==> src/pkg/its_pkg.sv <==
// shared constants, register map and types of the input trigger sequencer
// assumes a 50 MHz system clock and a 32-bit AHB-Lite register port
package its_pkg;

  // ---------------------------------------------------------------
  // timing
  // ---------------------------------------------------------------
  localparam int unsigned CLK_HZ         = 50_000_000;
  localparam int unsigned CLK_MHZ        = CLK_HZ / 1_000_000;
  localparam int unsigned SRC_TIME_NS    = 1_000;
  localparam int unsigned MEAS_TIME_NS   = 2_000;
  localparam int unsigned BLINK_HALF_US  = 250_000;
  localparam int unsigned SRC_CYC        = (SRC_TIME_NS * CLK_MHZ + 999) / 1000;
  localparam int unsigned MEAS_CYC       = (MEAS_TIME_NS * CLK_MHZ + 999) / 1000;
  localparam int unsigned BLINK_HALF_CYC = BLINK_HALF_US * CLK_MHZ;
  localparam int unsigned BLINK_W        = 24;
  localparam logic [15:0] SRC_TIMER_LD   = 16'(SRC_CYC - 1);
  localparam logic [15:0] MEAS_TIMER_LD  = 16'(MEAS_CYC - 1);

  // ---------------------------------------------------------------
  // register map (byte addresses)
  // ---------------------------------------------------------------
  localparam logic [7:0] REG_CTRL   = 8'h00;
  localparam logic [7:0] REG_TRIG   = 8'h04;
  localparam logic [7:0] REG_SRC    = 8'h08;
  localparam logic [7:0] REG_BIAS   = 8'h0C;
  localparam logic [7:0] REG_STEP   = 8'h10;
  localparam logic [7:0] REG_POINTS = 8'h14;
  localparam logic [7:0] REG_DELAY  = 8'h18;
  localparam logic [7:0] REG_STATUS = 8'h1C;
  localparam logic [7:0] REG_LEVEL  = 8'h20;

  // ctrl fields
  localparam int CTRL_MODE_LSB = 0;
  localparam int CTRL_SWEEP    = 4;
  localparam int CTRL_OPERATE  = 5;
  localparam int CTRL_TRIG_EN  = 6;
  localparam int CTRL_EXT_ORG  = 7;
  // trig fields (write only, self clearing)
  localparam int TRIG_SOFT     = 0;
  localparam int TRIG_SETTING  = 1;
  localparam int TRIG_ERR_CLR  = 2;
  // status fields
  localparam int STAT_ERR      = 0;
  localparam int STAT_LAMP     = 1;
  localparam int STAT_BLANK    = 2;
  localparam int STAT_RUNNING  = 3;
  localparam int STAT_WAITING  = 4;
  localparam int STAT_AT_BIAS  = 5;
  localparam int STAT_PH_LSB   = 8;
  localparam int STAT_IDX_LSB  = 16;

  // reset values
  localparam logic [7:0]  CTRL_RST   = 8'h40;
  localparam logic [15:0] LEVEL_RST  = 16'h0000;
  localparam logic [15:0] POINTS_RST = 16'h0001;

  // ---------------------------------------------------------------
  // types
  // ---------------------------------------------------------------
  typedef enum logic [3:0] {
    MODE_CONTINUOUS,
    MODE_PER_TRIGGER_FULL_CYCLE,
    MODE_STAGGERED_SOURCE_FIRST,
    MODE_SPLIT_SOURCE_THEN_DELAY_MEASURE,
    MODE_STAGGERED_SOURCE_DELAY_FIRST,
    MODE_SPLIT_SOURCE_DELAY_THEN_MEASURE,
    MODE_STAGGERED_THREE_PHASE,
    MODE_PER_PHASE_TRIGGER,
    MODE_PULSE_PAIR
  } its_mode_e;

  typedef enum logic [1:0] {
    PH_SOURCE,
    PH_DELAY,
    PH_MEASURE,
    PH_BIAS
  } its_phase_e;

  typedef enum logic [1:0] {
    ST_IDLE,
    ST_WAIT,
    ST_RUN
  } its_state_e;

  typedef struct packed {
    logic [15:0] src_level;
    logic        at_bias;
    its_phase_e  phase;
    logic        busy;
    logic        meas_strobe;
    logic [15:0] meas_point;
    logic        display_blank;
    logic        lamp;
    logic        trig_err;
  } its_out_s;

  typedef struct packed {
    logic       a_valid;
    logic       a_write;
    logic [7:0] a_addr;
    logic       rd_wait;
    logic [31:0] hrdata;
  } its_bus_s;

  typedef struct packed {
    its_mode_e   mode;
    logic        sweep;
    logic        operate;
    logic        trig_en;
    logic        ext_org;
    logic [15:0] src_pend;
    logic [15:0] bias;
    logic [15:0] step;
    logic [15:0] points;
    logic [15:0] delay;
  } its_cfg_s;

  typedef struct packed {
    its_state_e   st;
    its_phase_e   ph;
    logic [15:0]  timer;
    logic [15:0]  idx;
    logic [15:0]  lvl;
    logic [15:0]  applied;
    logic         at_bias;
    logic         need_trig;
    logic         blank;
    logic         err;
    logic         meas_stb;
    logic [15:0]  meas_point;
    logic [BLINK_W-1:0] blink_cnt;
    logic         blink;
  } its_seq_s;

endpackage

==> src/rtl/its_seq.sv <==
// input trigger sequencer: source, delay and measure phases under trigger
// assumes AHB-Lite master on clk, asynchronous trigger and button pins
`timescale 1ns/1ns
module its_seq
  import its_pkg::*;
#(
  parameter int unsigned BLINK_HALF = BLINK_HALF_CYC
) (
  // clock and reset
  input  wire logic        clk,
  input  wire logic        rst_n,
  // ahb-lite slave
  input  wire logic        hsel,
  input  wire logic [31:0] haddr,
  input  wire logic [1:0]  htrans,
  input  wire logic        hwrite,
  input  wire logic [2:0]  hsize,
  input  wire logic [31:0] hwdata,
  input  wire logic        hready,
  output logic      [31:0] hrdata,
  output logic             hreadyout,
  output logic             hresp,
  // trigger pins
  input  wire logic        trig_in_n,
  input  wire logic        button_n,
  // sequencer outputs
  output its_out_s         seq_sig
);

  typedef struct packed {
    its_bus_s bus;
    its_cfg_s cfg;
    its_seq_s seq;
  } its_top_s;

  its_top_s q_ff;
  its_top_s nxt_q;
  logic     pin_fall;
  logic     btn_fall;

  // ---------------------------------------------------------------
  // pin synchronisers
  // ---------------------------------------------------------------
  its_pin_sync u_pin_sync (
    .clk   (clk),
    .rst_n (rst_n),
    .pin_n (trig_in_n),
    .fall  (pin_fall)
  );

  its_pin_sync u_btn_sync (
    .clk   (clk),
    .rst_n (rst_n),
    .pin_n (button_n),
    .fall  (btn_fall)
  );

  // ---------------------------------------------------------------
  // decoding helpers
  // ---------------------------------------------------------------
  function automatic logic cont_like(its_mode_e m, logic sweep);
    cont_like = (m == MODE_CONTINUOUS) || (m == MODE_PULSE_PAIR && !sweep);
  endfunction

  // bit 0 source, bit 1 delay, bit 2 measure: trigger needed before phase
  function automatic logic need_before(its_cfg_s c, its_phase_e p, logic [15:0] idx);
    logic [2:0] mask;
    mask = 3'h0;
    case (c.mode)
      MODE_PER_TRIGGER_FULL_CYCLE:          mask = 3'h1;
      MODE_STAGGERED_SOURCE_FIRST:          mask = 3'h2;
      MODE_SPLIT_SOURCE_THEN_DELAY_MEASURE: mask = 3'h3;
      MODE_STAGGERED_SOURCE_DELAY_FIRST:    mask = 3'h4;
      MODE_SPLIT_SOURCE_DELAY_THEN_MEASURE: mask = 3'h5;
      MODE_STAGGERED_THREE_PHASE:           mask = 3'h6;
      MODE_PER_PHASE_TRIGGER:               mask = 3'h7;
      MODE_PULSE_PAIR:                      mask = {2'h0, c.sweep & ~idx[0]};
      default:                              mask = 3'h0;
    endcase
    case (p)
      PH_SOURCE:  need_before = mask[0];
      PH_DELAY:   need_before = mask[1];
      PH_MEASURE: need_before = mask[2];
      default:    need_before = !cont_like(c.mode, c.sweep);
    endcase
  endfunction

  function automatic its_seq_s start_ph(its_seq_s s, its_cfg_s c, its_phase_e p);
    logic [15:0] lvl;
    lvl    = c.sweep ? ((s.idx == 16'h0000) ? c.src_pend : 16'(s.lvl + c.step)) : c.src_pend;
    s.st   = ST_RUN;
    s.ph   = p;
    case (p)
      PH_SOURCE: begin
        s.lvl     = lvl;
        s.applied = lvl;  // pending level reaches output only here
        s.at_bias = 1'b0;
        s.timer   = SRC_TIMER_LD;
      end
      PH_DELAY: begin
        s.timer = c.delay;
      end
      PH_MEASURE: begin
        s.timer = MEAS_TIMER_LD;
      end
      default: begin
        s.applied = c.bias;
        s.at_bias = 1'b1;
        s.timer   = 16'h0000;
      end
    endcase
    start_ph = s;
  endfunction

  function automatic logic [31:0] rd_word(logic [7:0] a, its_top_s t);
    logic [31:0] w;
    w = 32'h0000_0000;
    case (a)
      REG_CTRL: begin
        w[CTRL_MODE_LSB +: 4] = t.cfg.mode;
        w[CTRL_SWEEP]         = t.cfg.sweep;
        w[CTRL_OPERATE]       = t.cfg.operate;
        w[CTRL_TRIG_EN]       = t.cfg.trig_en;
        w[CTRL_EXT_ORG]       = t.cfg.ext_org;
      end
      REG_SRC:    w[15:0] = t.cfg.src_pend;
      REG_BIAS:   w[15:0] = t.cfg.bias;
      REG_STEP:   w[15:0] = t.cfg.step;
      REG_POINTS: w[15:0] = t.cfg.points;
      REG_DELAY:  w[15:0] = t.cfg.delay;
      REG_STATUS: begin
        w[STAT_ERR]            = t.seq.err;
        w[STAT_LAMP]           = seq_sig.lamp;
        w[STAT_BLANK]          = t.seq.blank;
        w[STAT_RUNNING]        = t.seq.st == ST_RUN;
        w[STAT_WAITING]        = t.seq.st != ST_RUN;
        w[STAT_AT_BIAS]        = t.seq.at_bias;
        w[STAT_PH_LSB +: 2]    = t.seq.ph;
        w[STAT_IDX_LSB +: 16]  = t.seq.idx;
      end
      REG_LEVEL:  w[15:0] = t.seq.applied;
      default:    w = 32'h0000_0000;
    endcase
    rd_word = w;
  endfunction

  // ---------------------------------------------------------------
  // next state
  // ---------------------------------------------------------------
  always_comb begin
    logic       wr;
    logic       trig;
    logic       abort;
    logic       ss_dc;
    logic       last;
    its_mode_e  new_mode;
    its_phase_e p_nx;
    its_seq_s   s;
    nxt_q    = q_ff;
    wr       = q_ff.bus.a_valid & q_ff.bus.a_write;
    new_mode = its_mode_e'(hwdata[CTRL_MODE_LSB +: 4]);
    ss_dc    = !q_ff.cfg.sweep && !cont_like(q_ff.cfg.mode, q_ff.cfg.sweep);
    last     = 1'b0;
    p_nx     = PH_SOURCE;
    trig     = 1'b0;
    abort    = 1'b0;
    s        = q_ff.seq;

    // bus address and data phases
    nxt_q.bus.a_valid = 1'b0;
    nxt_q.bus.rd_wait = 1'b0;
    if (q_ff.bus.rd_wait) begin
      nxt_q.bus.hrdata = rd_word(q_ff.bus.a_addr, q_ff);
    end
    if (hsel && hready && htrans[1]) begin
      nxt_q.bus.a_valid = 1'b1;
      nxt_q.bus.a_write = hwrite;
      nxt_q.bus.a_addr  = haddr[7:0];
      nxt_q.bus.rd_wait = !hwrite;
    end
    if (wr) begin
      case (q_ff.bus.a_addr)
        REG_CTRL: begin
          nxt_q.cfg.mode    = new_mode;
          nxt_q.cfg.sweep   = hwdata[CTRL_SWEEP];
          nxt_q.cfg.operate = hwdata[CTRL_OPERATE];
          nxt_q.cfg.trig_en = hwdata[CTRL_TRIG_EN];
          nxt_q.cfg.ext_org = hwdata[CTRL_EXT_ORG];
        end
        REG_SRC:    nxt_q.cfg.src_pend = hwdata[15:0];
        REG_BIAS:   nxt_q.cfg.bias     = hwdata[15:0];
        REG_STEP:   nxt_q.cfg.step     = hwdata[15:0];
        REG_POINTS: nxt_q.cfg.points   = hwdata[15:0];
        REG_DELAY:  nxt_q.cfg.delay    = hwdata[15:0];
        REG_TRIG:   if (hwdata[TRIG_ERR_CLR]) nxt_q.seq.err = 1'b0;
        default:    nxt_q.cfg = nxt_q.cfg;
      endcase
    end

    // trigger gathering and abort causes
    trig  = q_ff.cfg.trig_en & (btn_fall | (q_ff.cfg.ext_org & pin_fall) |
            (wr && q_ff.bus.a_addr == REG_TRIG && hwdata[TRIG_SOFT]));
    abort = ss_dc & wr & ((q_ff.bus.a_addr == REG_SRC) || (q_ff.bus.a_addr == REG_STEP) ||
            (q_ff.bus.a_addr == REG_POINTS) ||
            (q_ff.bus.a_addr == REG_TRIG && hwdata[TRIG_SETTING]) ||
            (q_ff.bus.a_addr == REG_CTRL && new_mode != q_ff.cfg.mode &&
             !cont_like(new_mode, q_ff.cfg.sweep)));

    // sequencer
    s            = nxt_q.seq;
    s.meas_stb   = 1'b0;
    if (!nxt_q.cfg.trig_en) begin  // stops at the same edge as the disabling write
      s.st        = ST_IDLE;
      s.ph        = PH_SOURCE;
      s.need_trig = 1'b1;
    end else if (abort) begin
      s.st    = ST_IDLE;
      s.ph    = PH_SOURCE;
      s.blank = 1'b1;
    end else begin
      case (q_ff.seq.st)
        ST_IDLE: begin
          if (trig || (cont_like(q_ff.cfg.mode, q_ff.cfg.sweep) && !q_ff.cfg.sweep &&
                       q_ff.cfg.operate && !q_ff.seq.need_trig)) begin
            s.need_trig = 1'b0;
            s.idx       = 16'h0000;
            s           = start_ph(s, q_ff.cfg, PH_SOURCE);
          end
        end
        ST_WAIT: begin
          if (trig) begin
            s = start_ph(s, q_ff.cfg, q_ff.seq.ph);
          end
        end
        ST_RUN: begin
          if (trig) begin
            s.err = 1'b1;  // set wins over clear, trigger dropped
          end
          if (q_ff.seq.timer != 16'h0000) begin
            s.timer = 16'(q_ff.seq.timer - 16'h0001);
          end else begin
            case (q_ff.seq.ph)
              PH_SOURCE: p_nx = PH_DELAY;
              PH_DELAY:  p_nx = PH_MEASURE;
              PH_MEASURE: begin
                s.meas_stb   = 1'b1;
                s.meas_point = q_ff.seq.idx;
                s.blank      = 1'b0;
                last = q_ff.cfg.sweep && (q_ff.seq.idx >= 16'(q_ff.cfg.points - 16'h0001));
                if (last) begin
                  p_nx = PH_BIAS;
                end else begin
                  p_nx  = PH_SOURCE;
                  s.idx = q_ff.cfg.sweep ? 16'(q_ff.seq.idx + 16'h0001) : q_ff.seq.idx;
                end
              end
              default: begin
                s.st  = ST_IDLE;
                s.ph  = PH_SOURCE;
                s.idx = 16'h0000;
              end
            endcase
            if (q_ff.seq.ph != PH_BIAS) begin
              if (need_before(q_ff.cfg, p_nx, s.idx)) begin
                s.st = ST_WAIT;
                s.ph = p_nx;
              end else begin
                s = start_ph(s, q_ff.cfg, p_nx);
              end
            end
          end
        end
        default: begin
          s.st = ST_IDLE;
          s.ph = PH_SOURCE;
        end
      endcase
    end

    // lamp blink timebase
    if (s.blink_cnt == BLINK_W'(BLINK_HALF - 1)) begin
      s.blink_cnt = '0;
      s.blink     = ~q_ff.seq.blink;
    end else begin
      s.blink_cnt = BLINK_W'(q_ff.seq.blink_cnt + 1'b1);
    end
    nxt_q.seq = s;
  end

  always_ff @(posedge clk) begin
    if (!rst_n) begin
      q_ff              <= '0;  // idle, source phase, error clear
      q_ff.cfg.mode     <= its_mode_e'(CTRL_RST[CTRL_MODE_LSB +: 4]);
      q_ff.cfg.sweep    <= CTRL_RST[CTRL_SWEEP];
      q_ff.cfg.operate  <= CTRL_RST[CTRL_OPERATE];
      q_ff.cfg.trig_en  <= CTRL_RST[CTRL_TRIG_EN];
      q_ff.cfg.ext_org  <= CTRL_RST[CTRL_EXT_ORG];
      q_ff.cfg.points   <= POINTS_RST;
      q_ff.seq.applied  <= LEVEL_RST;
      q_ff.seq.at_bias  <= 1'b1;
    end else begin
      q_ff <= nxt_q;
    end
  end

  // ---------------------------------------------------------------
  // outputs
  // ---------------------------------------------------------------
  assign hrdata    = q_ff.bus.hrdata;
  assign hreadyout = !q_ff.bus.rd_wait;
  assign hresp     = 1'b0;

  always_comb begin
    seq_sig               = '0;
    seq_sig.src_level     = q_ff.seq.applied;
    seq_sig.at_bias       = q_ff.seq.at_bias;
    seq_sig.phase         = q_ff.seq.ph;
    seq_sig.busy          = q_ff.seq.st == ST_RUN;
    seq_sig.meas_strobe   = q_ff.seq.meas_stb;
    seq_sig.meas_point    = q_ff.seq.meas_point;
    seq_sig.display_blank = q_ff.seq.blank;
    seq_sig.trig_err      = q_ff.seq.err;
    seq_sig.lamp          = q_ff.cfg.trig_en &
                            ((q_ff.seq.st == ST_RUN) ||
                             (q_ff.seq.st == ST_IDLE && !q_ff.cfg.sweep && !q_ff.seq.need_trig &&
                              cont_like(q_ff.cfg.mode, q_ff.cfg.sweep)) ||
                             q_ff.seq.blink);
  end

endmodule

==> src/rtl/its_pin_sync.sv <==
// two-stage synchroniser and falling edge detector for a trigger pin
// assumes the pin is asynchronous and its low pulse lasts over two clocks
`timescale 1ns/1ns
module its_pin_sync (
  // clock and reset
  input  wire logic clk,
  input  wire logic rst_n,
  // pin and event
  input  wire logic pin_n,
  output logic      fall
);

  typedef struct packed {
    logic s1;
    logic s2;
    logic prev;
    logic fall;
  } its_sync_s;

  its_sync_s q_ff;
  its_sync_s nxt_q;

  // ---------------------------------------------------------------
  // next state
  // ---------------------------------------------------------------
  always_comb begin
    nxt_q      = q_ff;
    nxt_q.s1   = pin_n;
    nxt_q.s2   = q_ff.s1;
    nxt_q.prev = q_ff.s2;
    nxt_q.fall = q_ff.prev & ~q_ff.s2;  // one event per low pulse
  end

  always_ff @(posedge clk) begin
    if (!rst_n) begin
      q_ff <= '{s1: 1'b1, s2: 1'b1, prev: 1'b1, fall: 1'b0};
    end else begin
      q_ff <= nxt_q;
    end
  end

  assign fall = q_ff.fall;

endmodule

==> config.mk <==
export PLATFORM = sky130hd
export DESIGN_NAME = its_seq
export DESIGN_NICKNAME = d
export VERILOG_FILES = /design/src/pkg/its_pkg.sv /design/src/rtl/its_seq.sv /design/src/rtl/its_pin_sync.sv
export SDC_FILE = /design/constraint.sdc
export NUM_CORES = 1
export LEC_CHECK = 0
export BUFFER_PORTS_ARGS = -buffer_cell sky130_fd_sc_hd__buf_2
export CAP_MARGIN = 20
export CORE_MARGIN = 1.5
export CORE_UTILIZATION = 29
export CTS_BUF_LIST = sky130_fd_sc_hd__clkbuf_16
export CTS_CLUSTER_DIAMETER = 50
export DETAILED_ROUTE_END_ITERATION = 16
export GPL_ROUTABILITY_DRIVEN = 0
export SYNTH_ARGS = -nofsm -noshare
export SYNTH_HDL_FRONTEND = slang
export SYNTH_SLANG_ARGS = --single-unit
==> constraint.sdc <==
create_clock -name clk -period 5.7 [get_ports clk]
set_clock_uncertainty 0.05 [all_clocks]
set_input_delay 0.285 -clock clk [delete_from_list [all_inputs] [get_ports clk]]
set_output_delay 0.285 -clock clk [all_outputs]
set_load 0.02 [all_outputs]
# ---- Yosys cells after proc, flatten, opt, wreduce, memory -nomap -nowiden
# Cells that the tools add are included.
dict set report word_totals {
  regBits 253
  out_inout_bits 74
  inputBits 76
}
dict set report classes {
  add_sub_neg 5
  n_eq_ne 47
  order_cmp 1
  bitwise 21
  n_reduce_logical 66
  mux 72
}
# op n
set ops {}
lappend ops {{114-bit two-way mux} 3}
lappend ops {{110-bit one-hot mux with 3 select lines} 1}
lappend ops {{16-bit two-way mux} 19}
lappend ops {{110-bit two-way mux} 1}
lappend ops {{16-bit one-hot mux with 3 select lines} 2}
lappend ops {{94-bit two-way mux} 1}
lappend ops {{43-bit two-way mux} 2}
lappend ops {{82-bit two-way mux} 1}
lappend ops {{17-bit one-hot mux with 2 select lines} 2}
lappend ops {{17-bit two-way mux} 3}
lappend ops {{6-bit one-hot mux with 8 select lines} 1}
lappend ops {{6-bit one-hot mux with 6 select lines} 1}
lappend ops {{8-bit by 5-bit equality test with 1-bit output (second input constant)} 4}
lappend ops {{16-bit zero test} 2}
lappend ops {{16-bit one-hot mux with 2 select lines} 1}
lappend ops {{16-bit by 1-bit subtractor with 16-bit output (second input constant)} 2}
lappend ops {{2-bit inequality test (second input constant)} 15}
lappend ops {{2-bit one-hot mux with 7 select lines} 2}
lappend ops {{24-bit by 1-bit adder with 24-bit output (second input constant)} 1}
lappend ops {{24-bit equality test (second input constant)} 1}
lappend ops {{3-bit one-hot mux with 8 select lines} 1}
lappend ops {{10-bit AND reduction} 2}
lappend ops {{1-bit two-way mux} 18}
lappend ops {{1-bit logical AND} 17}
lappend ops {{41 further kinds} 109}

# ---- Longest topological paths before layout
# Gate-level depths: netlist of run 1.
dict set report logic_depth {
  depth_word 26
  depth_mapped 22
  ltp_nobuf 19
}

# ---- Modules after synthesis
# A second synthesis of run 1 with hierarchy kept.
dict set report unflattened {
  cells_unflattened 1896
  area_unflattened_um2 14737.9
}
# mod n_inst area_each_um2 cells_per_inst
set by_module_without_submodules {}
lappend by_module_without_submodules {its_seq 1 14522.7 1880}
lappend by_module_without_submodules {its_pin_sync 2 107.6 8}

# ---- Worst setup path after synthesis of run 1
# No wires, ideal clock.
dict set report synth_path {
  path_type {flip-flop to flip-flop}
  from {register q_ff[132] in the netlist's numbering}
  to {register q_ff, in the netlist seq_sig[35]}
  path_buffers 2
  path_stages_with_launch 22
  synth_period_minus_slack_ns 4.973
  arrival_ns 4.801
  setup_slack_ns 0.727
  required_time_ns 5.528
  path_cell_list {dfxtp_1 -> or4_1 -> nor3_1 -> nand2b_1 -> nor2_1 -> nand2_1 -> nor4_1 -> xnor2_1 -> ha_1 -> a211oi_2 -> nor2_1 -> nor3_4 -> o21ai_2 -> and2_1 -> clkbuf_2 -> o311a_1 -> nand3b_1 -> or4_4 -> o21a_1 -> buf_6 -> mux2_4 -> a221o_1}
}
dict set report synth_between {
  elab_chain_len 20
  elab_cells_between_ends 39
  cone_classes {add/sub: 1; order compare: 1; eq/ne: 4; mux: 26; bitwise: 2; reduce/logical: 5}
}
# element line
set synth_rtl {}
lappend synth_rtl {{start, declared} its_seq.sv:36} ;# its_top_s q_ff;
lappend synth_rtl {{start signal, assigned} its_seq.sv:302} ;# q_ff <= nxt_q;
lappend synth_rtl {{16-bit by 1-bit subtractor with 16-bit output (*)} its_seq.sv:249} ;# last = q_ff.cfg.sweep && (q_ff.seq.idx >= 16'(q_ff.cfg.points - 16'h0001));
lappend synth_rtl {{16-bit greater-or-equal comparator (*)} its_seq.sv:249}
lappend synth_rtl {{1-bit logical AND (*)} its_seq.sv:249}
lappend synth_rtl {{16-bit two-way mux} its_seq.sv:250} ;# if (last) begin
lappend synth_rtl {{16-bit one-hot mux with 2 select lines} its_seq.sv:242} ;# case (q_ff.seq.ph)
lappend synth_rtl {{16-bit two-way mux} its_seq.sv:239} ;# if (q_ff.seq.timer != 16'h0000) begin
lappend synth_rtl {{16-bit two-way mux} its_seq.sv:221} ;# case (q_ff.seq.st)
lappend synth_rtl {{16-bit two-way mux} its_seq.sv:216} ;# end else if (abort) begin
lappend synth_rtl {{[... 4 more ...]} n/a}
lappend synth_rtl {{1-bit one-hot mux with 3 select lines} its_seq.sv:80} ;# case (p)
lappend synth_rtl {{1-bit two-way mux} its_seq.sv:263} ;# if (q_ff.seq.ph != PH_BIAS) begin
lappend synth_rtl {{1-bit two-way mux} its_seq.sv:239}
lappend synth_rtl {{1-bit two-way mux} its_seq.sv:221}
lappend synth_rtl {{1-bit two-way mux} its_seq.sv:216}
lappend synth_rtl {{1-bit two-way mux} its_seq.sv:212} ;# if (!nxt_q.cfg.trig_en) begin
lappend synth_rtl {{2-bit inequality test (no line)} n/a}
lappend synth_rtl {{10-bit AND reduction (no line)} n/a}
# Mark *: on every way between the ends. The rest lies on a longest branch, timed or not. The select of a mux whose other input is x is not followed.
# A chain may end at the register's enable or synchronous reset.

# ---- Worst setup path after layout of run 1
dict set report layout_path {
  from {register q_ff[132] in the netlist's numbering}
  to {register q_ff, in the netlist seq_sig[37]}
}
# Same word-level chain as after synthesis.

==> impl_metrics.csv, run 1 <==
group,metric,value,unit
run_status,outcome,"finished clean",
pwr,swShare,25.7,%
critical_path,worstSetupPathType,"flop to flop",
pwr,p_per_area,246,nW/um2
critical_path,reg2reg_to,"seq_sig[37]",
final_layout,most-common-layout-cells,"309 x nand2_1, 253 x dfxtp_1, 195 x a21oi_1",
logic_synthesis,synth_edf_count,0,
logic_synthesis,synth-warning-count,0,
placed_design,port_buffers,104,
drt,wl_per_cell,19.3,um
die,dieArea,51000,um2
global_route,grt_pass1_wl,76200,um
logic_synthesis,synth_nets,2004,
timing,tns,0,ns
critical_path,path_max_fanout,11,
pwr,ir_drop,0.193,mV
timing,period_minus_slack,5.31,ns
global_route,grt.total_usage,19.0,%
clock_network,cts_made_buffers,30,
logic_synthesis,syn_inst,1886,
critical_path,end_kind,"flop",
drt,drc_errors,0,
clock_network,cts.reportedPaths.clkPinSlew,0.07,ns
logic_synthesis,synth_seq_cells,253,
logic_synthesis,synth_cell_types,79,
hold_path,min_from,"hready",
critical_path,worst_path_largest_cell_delay,0.58,ns
timing,slew_headroom,28.8,%
global_route,grt_max_degree,127,
final_layout,drive_gt1_share,11.1,%
hold_path,min_path_type,"input pin to flop",
pwr,share_comb_of_total_power,6.8,%
logic_synthesis,syn_area,14400,um2
pwr,p_sw,1.03,mW
hold_path,hold_depth,3,
critical_path,critPathSlowestCell,"or4_1",
placed_design,dp_hpwl,35900,um
critical_path,cp.arrival,5.73,ns
logic_synthesis,yosys_most_used_dff,"dfxtp_1",
critical_path,worst-r2r-cell-count,20,
final_layout,final_common_cell,"nand2_1",
global_route,grt_antenna_before_repair,0,
critical_path,critPathLaunchType,"flop",
run,drv_cap,0,
final_layout,nFillCells,5149,
placed_design,dp_slack,0.287,ns
timing,fin_ws,0.393,ns
logic_synthesis,synthArstFlopShare,0,%
critical_path,reg2reg_setup_slack,0.39,ns
pwr,clockPowerShare,48.4,%
clock_network,cts_root_buf,"clkbuf_16",
drt,ant_nets,0,
die,start_util,29.4,%
pwr,p_int,2.98,mW
clock_network,clockBufferDepth,3,
clock_network,cts_num_sinks,253,
drt,route.vias.total,14100,
timing,setup_viol,0,
drt,drtIter0Drc,1476,
critical_path,crit_top_cell,"nor2_1",
die,rows,81,
die,die_y,226,um
timing,finalHoldViolCount,0,
critical_path,worstPathRequired,6.12,ns
drt,via_per_inst,5.49,
drt,dr.pass1.iters,6,
die,coreArea,49000,um2
critical_path,r2r_start,"q_ff[132]",
global_route,grt_remaining_overflow,0,
drt,drt_wl_total,49600,um
critical_path,cp_cell_sequence,"or4_1 -> nor3_2 -> nand2b_1 -> nor2_1 -> nand2_1 -> nor4_2 -> xnor2_1 -> ha_1 -> a211oi_2 -> nor2_1 -> nor3_4 -> o21ai_4 -> and2_1 -> o311a_1 -> nand3b_1 -> or4_4 -> o21a_1 -> buf_4 -> o211a_1 -> o221a_1",
timing,rsz0062_at_grt,"no",
timing,tightest_slew,1.07,ns
timing,fin_crit_sh,93.1,%
final_layout,area_growth,13.3,%
die,boundaryPins,150,
die,die_w,226,um
timing,maxSlewViolCount,0,
hold_path,min_delay_worst_endpoint,"q_ff[244]",
clock_network,clk_latency,0.60,ns
final_layout,layout.nets,2002,
global_route,grt_pass1_vias,13100,
logic_synthesis,ys_seq_area_share,35.2,%
clock_network,htreeDepth,1,
final_layout,antenna_cells,0,
logic_synthesis,avgSynthCellArea,7.63,um2
clock_network,cts_tree,"done",
timing,max_freq,0.188,GHz
pwr,power_frac_seq,44.8,%
pwr,leakage,5.97,nW
## Yosys cell counts (all sizes together) (39+ instances only)
master,count,area share (%)
o21ai,94,3.3
a21oi,196,6.8
nand2,309,8.1
clkbuf,124,3.2
nand3,39,1.4
a22oi,49,2.6
mux2i,43,3.0
nor2,179,4.7
dfxtp,253,35
ha,41,3.6
xnor2,39,2.4
buf,78,4.0
## stage by stage
step	util, %	cells	area, um2	hold slack (ns)	total power, mW
final	33.3	2570	16300	0.176	4.01
after global routing	33.3	2570	16300	0.215	4.14
after CTS	33.2	2569	16300	0.147	4.04
after detailed placement	30.6	2488	15000	0.348	2.09
after global placement	30.6	2488	15000	0.340	2.08
after floorplan	-	1886	14400	0.314	2.00
## layout make-up
type                    count  area, um2  area share, %
flip-flops and latches    253       5060           31.1
inverters                  31        121          0.744
well taps                 664        831           5.10
multi-input cells        1400       8210           50.4
clock buffers              30        751           4.61
repair buffers            168       1070           6.55
clock inverters            24        251           1.54
## registers in the layout, summed over array words and instances (netlist names)
register / count
q_ff: 175
seq_sig: 38
hrdata: 32
u_btn_sync.nxt_q: 2
u_pin_sync.nxt_q: 2
u_btn_sync.fall: 1
u_btn_sync.q_ff: 1
u_pin_sync.fall: 1
u_pin_sync.q_ff: 1
## how the worst max path moves through the flow
stage,startpoint,to
2_1_floorplan,q_ff[132],seq_sig[35]
3_3_place_gp,q_ff[132],seq_sig[37]
3_5_place_dp,q_ff[132],seq_sig[37]
4_1_cts,q_ff[132],seq_sig[37]
5_1_grt,q_ff[132],q_ff[74]
6_report,q_ff[132],seq_sig[37]
## logic make-up (layout without fill, tap and decap cells)
family	Yosys count	in the layout	share of synthesized area [%]
muxes	47	47	3.41
DFF	253	253	35.2
other	1	1	0.0261
and+or+nand+nor	704	704	21.8
adders and majority gates	42	42	3.70
buffers and inverters	233	253	8.01
xor gates and xnor gates	68	68	4.14
AOI/OAI and AO/OA	538	538	23.7
## worst max-delay path, delay by kind of cell (launching register included)
family	cells	cell delay, ns
xor gates and xnor gates	1	0.16
AOI/OAI and AO/OA	6	1.54
adders and majority gates	1	0.27
buffers and inverters	1	0.22
DFF	1	0.31
and+or+nand+nor	11	2.63
## routing by layer
metal	routed length (um)	GRT usage [%]	part of all wire, %	vias up
met5	0	0	0	-
met4	2280	9.03	4.6	0
met3	3730	2.62	7.5	114
met2	22800	31.2	46	662
met1	20800	24.5	42	6694
li1	-	-	-	6647
## power by group through the flow
| stage | Combinational [mW] | Sequential, mW | Clock (mW) |
|---|---|---|---|
| global route | 0.292 | 1.80 | 2.05 |
| floorplan | 0.170 | 1.83 | 0 |
| CTS | 0.267 | 1.80 | 1.97 |
| global placement | 0.248 | 1.84 | 0 |
| finish | 0.272 | 1.80 | 1.94 |
| detailed placement | 0.250 | 1.84 | 0 |
## repair_timing
| action | CTS | global route |
|---|---|---|
| setup endpoints to repair | 0 | 29 |
| gates resized for setup | 0 | 6 |
| setup buffers | 0 | 1 |
| hold buffers | 27 | 0 |
| hold endpoints to repair | 91 | 0 |
Note: power is estimated with default switching activity, not from simulation.
==> run 2: changes to the inputs <==
BUFFER_PORTS_ARGS = -buffer_cell sky130_fd_sc_hd__buf_4   (was -buffer_cell sky130_fd_sc_hd__buf_2)
CTS_CLUSTER_SIZE = 12   (was unset)
SYNTH_HIERARCHICAL = 1   (was unset)
==> run 2 against run 1 <==
Synthesized cell count grew 0.53%. Clock power is 20% higher. Fmax decreased by 1.9%. Via count is 0.40% lower. Global-route usage fell by 0.55 points. Non-clock buffer count shrank 3. Worst setup slack got worse by 0.10 ns. Total power up 12%. First-iteration DRC count is 4.0% lower. Die area rose by 2.4%. Cell count up 1.2%. Sequential power is essentially flat. Critical path type unchanged. Highest routed layer unchanged.
==> impl_metrics.csv, run 2 <==
group,metric,value,unit
critical_path,worst_path_largest_cell_delay,0.60,ns
clock_network,cts_root_buf,"clkbuf_16",
timing,max_freq,0.185,GHz
final_layout,multiInputGateArea,8590,um2
final_layout,drive_gt1_share,13.1,%
timing,slew_headroom,23.7,%
logic_synthesis,synth_edf_count,0,
final_layout,regMostFlops,"q_ff",
pwr,leakage,6.13,nW
timing,fin_ws,0.289,ns
clock_network,cts_num_sinks,253,
critical_path,cp.arrival,5.82,ns
timing,tightest_slew,1.13,ns
die,die_w,228,um
critical_path,worstPathRequired,6.10,ns
global_route,grt_max_degree,86,
logic_synthesis,synth_nets,2014,
final_layout,antenna_cells,0,
placed_design,dp_hpwl,35100,um
logic_synthesis,synth.most_common_cell,"nand2_1",
final_layout,area_growth,16.6,%
run,drv_cap,0,
critical_path,cp_cell_sequence,"or4_1 -> nor3_2 -> nand2b_1 -> nor2_1 -> nand2_2 -> nor3_1 -> xnor2_1 -> ha_1 -> and4_1 -> and3_1 -> nand3_1 -> o21a_2 -> buf_4 -> nand4_1 -> o211ai_1 -> nor3_1 -> a41oi_2 -> o21ai_4 -> buf_12 -> mux2_1 -> a31oi_1 -> a21oi_1",
drt,drtIter0Drc,1417,
final_layout,most-common-layout-cells,"336 x nand2_1, 252 x dfxtp_1, 139 x nor2_1",
final_layout,largest_reg_flops,175,
logic_synthesis,synthTopCellsByCount,"337 x nand2_1, 253 x dfxtp_1, 139 x nor2_1",
clock_network,clk_latency,0.57,ns
critical_path,critPathLaunchType,"flop",
global_route,grt_antenna_before_repair,0,
placed_design,dp_slack,0.116,ns
die,rows,82,
final_layout,layout.nets,2022,
placed_design,dp_cells,2505,
logic_synthesis,yosys_most_used_dff,"dfxtp_1",
logic_synthesis,synth-warning-count,6,
drt,ant_nets,0,
clock_network,cts.reportedPaths.clkPinSlew,0.06,ns
critical_path,critPathSlowestCell,"or4_1",
clock_network,cts_tree,"done",
run_status,outcome,"finished clean",
hold_path,min_path_type,"input pin to flop",
logic_synthesis,synth_top_area_share,34.4,%
drt,drt_wl_total,49200,um
timing,finalHoldViolCount,0,
pwr,ir_drop,0.180,mV
timing,period_minus_slack,5.41,ns
critical_path,path_max_fanout,15,
global_route,grt_remaining_overflow,0,
timing,setup_viol,0,
final_layout,fin_util,34.3,%
global_route,grt.total_usage,18.5,%
logic_synthesis,synth_seq_cells,253,
global_route,grt_pass1_wl,77400,um
die,coreArea,50200,um2
die,start_util,29.4,%
pwr,total_power,4.49,mW
drt,via_per_inst,5.41,
drt,route.vias.total,14100,
die,boundaryPins,150,
critical_path,worstSetupPathType,"flop to flop",
critical_path,crit_top_cell,"nor3_1",
logic_synthesis,synth_top_area_cell,"dfxtp_1",
timing,maxSlewViolCount,0,
logic_synthesis,ys_seq_area_share,34.4,%
placed_design,place_area,15600,um2
die,die_y,228,um
placed_design,port_buffers,104,
final_layout,final_common_cell,"nand2_1",
drt,dr.pass1.iters,5,
critical_path,end_kind,"flop",
clock_network,htreeDepth,2,
clock_network,cts_made_buffers,36,
die,dieArea,52200,um2
drt,drc_errors,0,
logic_synthesis,synth_cell_types,82,
timing,fin_crit_sh,94.9,%
final_layout,finish.instance_area,17200,um2
pwr,p_per_area,261,nW/um2
final_layout,register_area,5070,um2
final_layout,fin_cells,2601,
clock_network,clockBufferDepth,3,
global_route,grt_pass1_vias,13500,
final_layout,nFillCells,5208,
logic_synthesis,syn_inst,1896,
drt,wl_per_cell,18.9,um
logic_synthesis,avgSynthCellArea,7.77,um2
logic_synthesis,synthArstFlopShare,0,%
logic_synthesis,syn_area,14700,um2
logic_synthesis,synthTopCellsByArea,"dfxtp_1 34%, nand2_1 8.6%, a21boi_0 5.6%",
run 2: what timing repair did:
item,in CTS,in global routing
endpoints found under the hold margin,82,0
hold buffers,27,0
gates resized for setup,0,7
buffers inserted,0,4
setup endpoints to repair,0,42
run 2: kinds of logic after synthesis:
logic type / synth area share [%]
flip-flops: 34.4
AND/OR/NAND/NOR: 22.5
AO/OA/AOI/OAI: 24.0
multiplexers: 3.99
XOR/XNOR: 3.68
buffers and inverters: 7.84
other: 0.0254
adder cells (fa/ha/maj): 3.62
run 2: worst max-delay path, delay by kind of cell (launching register included):
family                   cells  cell delay, ns
AND/OR/NAND/NOR             11            2.36
AO/OA/AOI/OAI                6            1.39
flip-flops                   1            0.37
buffers and inverters        2            0.37
multiplexers                 1            0.36
adder cells (fa/ha/maj)      1            0.29
XOR/XNOR                     1            0.11
run 2: worst paths after layout:
check | from | endpoint | slack, ns | cells past startpoint
worst max register to register | q_ff[132] | seq_sig[26] | 0.29 | 22
worst max-delay path | q_ff[132] | seq_sig[26] | 0.29 | 22
worst min register to register | u_pin_sync/nxt_q[2] | u_pin_sync/nxt_q[1] | 0.36 | 1
worst min-delay path | rst_n | q_ff[195] | 0.23 | 2
run 2: layer usage:
layer | wire [um] | GRT usage (%)
met5 | 0 | 0
met4 | 1540 | 7.60
met3 | 4300 | 3.42
met2 | 22500 | 29.7
met1 | 20900 | 24.2
run 2: power breakdown:
group | internal [mW] | switching [mW]
registers | 1.80 | 0.0289
logic | 0.128 | 0.207
clock network | 1.41 | 0.922
run 2: cell type report:
cell class	instances	share of cell area [%]
multi-input combinational	1417	50.0
timing repair buffer	165	7.79
clock buffer	36	5.24
inverter	31	0.677
tap	672	4.89
sequential	253	29.5
clock inverter	27	1.93
run 2: metrics by stage:
stage	setup TNS, ns	hold slack, ns
after global placement	0	0.347
after detailed placement	0	0.346
after global routing	-0.00934	0.249
after CTS	0	0.186
after floorplan	0	0.307
final	0	0.227
==> run 3: changes to the inputs <==
ABC_AREA = 1   (was unset)
==> run 3 against run 2 <==
Worst setup slack improved by 0.29 ns. Via count up 8.9%. Synthesized cell count up 17%. Largest cell class unchanged.
==> impl_metrics.csv, run 3 <==
group,metric,value,unit
run_status,outcome,"finished clean",
critical_path,worstSetupPathType,"flop to flop",
global_route,grt.total_usage,19.8,%
final_layout,antenna_cells,0,
logic_synthesis,synth-warning-count,6,
final_layout,drive_gt1_share,11.4,%
run,drv_cap,0,
logic_synthesis,synth_top_area_share,33.9,%
clock_network,cts_num_sinks,253,
placed_design,dp_hpwl,37600,um
clock_network,htreeDepth,2,
logic_synthesis,synth_edf_count,0,
timing,setup_viol,0,
drt,dr.pass1.iters,5,
placed_design,dp_slack,0.365,ns
final_layout,register_area,5060,um2
critical_path,critPathLaunchType,"flop",
global_route,grt_pass1_wl,82400,um
clock_network,postCtsSetupBuffers,0,
clock_network,clockBufferDepth,3,
die,start_util,29.3,%
hold_path,min_path_type,"input pin to flop",
timing,max_freq,0.195,GHz
die,coreArea,51100,um2
final_layout,nFillCells,5392,
timing,period_minus_slack,5.12,ns
final_layout,regMostFlops,"q_ff",
pwr,total_power,4.51,mW
drt,drc_errors,0,
logic_synthesis,syn_area,14900,um2
timing,rsz0062_at_grt,"no",
die,die_w,230,um
critical_path,worstPathRequired,6.10,ns
pwr,ir_drop,0.150,mV
logic_synthesis,synth_cell_types,63,
clock_network,cts_made_buffers,35,
critical_path,critPathSlowestCell,"dfxtp_1",
critical_path,end_kind,"flop",
drt,drt_wl_total,53000,um
die,die_y,230,um
timing,finalHoldViolCount,0,
logic_synthesis,ys_seq_area_share,33.9,%
final_layout,finish.instance_area,17400,um2
global_route,grt_max_degree,105,
timing,maxSlewViolCount,0,
logic_synthesis,synthTopCellsByCount,"439 x nand2_1, 287 x a21oi_1, 253 x dfxtp_1",
pwr,leakage,7.08,nW
critical_path,cp.arrival,5.51,ns
logic_synthesis,synth.most_common_cell,"nand2_1",
die,dieArea,52900,um2
clock_network,cts_root_buf,"clkbuf_16",
timing,tightest_slew,1.15,ns
drt,route.vias.total,15300,
clock_network,cts.reportedPaths.clkPinSlew,0.06,ns
clock_network,cts_tree,"done",
final_layout,area_growth,16.2,%
die,boundaryPins,150,
timing,hold_slack,0.0132,ns
critical_path,worst_path_largest_cell_delay,0.30,ns
final_layout,final_common_cell,"nand2_1",
logic_synthesis,avgSynthCellArea,6.74,um2
critical_path,crit_top_cell,"nand2_1",
logic_synthesis,synth_top_area_cell,"dfxtp_1",
timing,fin_crit_sh,89.8,%
clock_network,clk_latency,0.56,ns
drt,wl_per_cell,18.0,um
final_layout,largest_reg_flops,175,
logic_synthesis,syn_inst,2217,
timing,tns,0,ns
logic_synthesis,synthArstFlopShare,0,%
final_layout,multiInputGateArea,8020,um2
final_layout,layout.nets,2359,
critical_path,path_max_fanout,16,
logic_synthesis,synth_seq_cells,253,
final_layout,most-common-layout-cells,"438 x nand2_1, 287 x a21oi_1, 253 x dfxtp_1",
timing,fin_ws,0.583,ns
drt,via_per_inst,5.20,
logic_synthesis,yosys_most_used_dff,"dfxtp_1",
global_route,grt_remaining_overflow,0,
global_route,grt_antenna_before_repair,0,
placed_design,place_area,15900,um2
logic_synthesis,synthTopCellsByArea,"dfxtp_1 34%, nand2_1 11%, a21oi_1 9.6%",
drt,drtIter0Drc,1596,
placed_design,port_buffers,104,
pwr,p_per_area,259,nW/um2
drt,ant_nets,0,
timing,slew_headroom,23.2,%
logic_synthesis,synth_nets,2335,
die,rows,83,
global_route,grt_pass1_vias,14300,
## run 3: changes by cell type after synthesis, sizes merged, moves of 28 or more
cell and change:
nand3 +103, nand2 +123, nor2 +45, nor2b -49, a22oi -28, o21ai +98
a21boi -110, a21oi +164, inv +201, mux2i -34
## run 3: timing repair
action / CTS / global route
hold buffers: 22 / 0
gates resized for setup: 0 / 4
hold endpoints to repair: 29 / 0
endpoints found under the setup margin: 0 / 32
## run 3: layer usage
metal | track usage [%] | up-vias | part of all wire (%)
li1 | - | 7396 | -
met1 | 25.6 | 7110 | 42
met2 | 31.7 | 692 | 45
met3 | 3.35 | 114 | 8.5
met4 | 9.74 | 0 | 4.4
met5 | 0 | - | 0
## run 3: logic make-up after synthesis
| logic type | synth area share (%) |
|---|---|
| AO/OA/AOI/OAI | 22.1 |
| AND/OR/NAND/NOR | 25.3 |
| buffers and inverters | 12.6 |
| adder cells (fa/ha/maj) | 3.57 |
| other | 0.0251 |
| flip-flops | 33.9 |
| XOR/XNOR | 2.52 |
## run 3: metrics by stage
stage	util, %	std cells
after floorplan	-	2217
after global placement	31.1	2859
after detailed placement	31.1	2859
after CTS	33.9	2939
after global routing	34.0	2942
final	34.0	2942
## run 3: power breakdown
part,switching (mW),total [mW],internal [mW]
combinational,0.269,0.394,0.126
sequential,0.0172,1.81,1.79
clock,0.889,2.31,1.42
total,1.18,4.51,3.33
## run 3: cell type report
class	instances	share of cell area [%]
Tap cell	680	4.90
Multi-Input combinational cell	1549	46.2
Timing Repair Buffer	163	7.70
Clock buffer	37	5.33
Inverter	239	5.18
Sequential cell	253	29.2
Clock inverter	21	1.56
## run 3: final timing paths
kind                    endpoint  depth (start not counted)                 from  slack [ns]
max                     q_ff[64]                         32            q_ff[130]        0.58
min                    q_ff[239]                          3             haddr[4]        0.01
max reg2reg             q_ff[64]                         32            q_ff[130]        0.58
min reg2reg  u_pin_sync/nxt_q[1]                          2  u_pin_sync/nxt_q[2]        0.35
## run 3: worst max-delay path: cells and delay by family (launching register included)
kind                       cells  cell delay [ns]
xor gates and xnor gates       1             0.25
and+or+nand+nor               24             3.41
adders and majority gates      2             0.48
DFF                            1             0.30
AOI/OAI and AO/OA              1             0.15
buffers and inverters          4             0.32
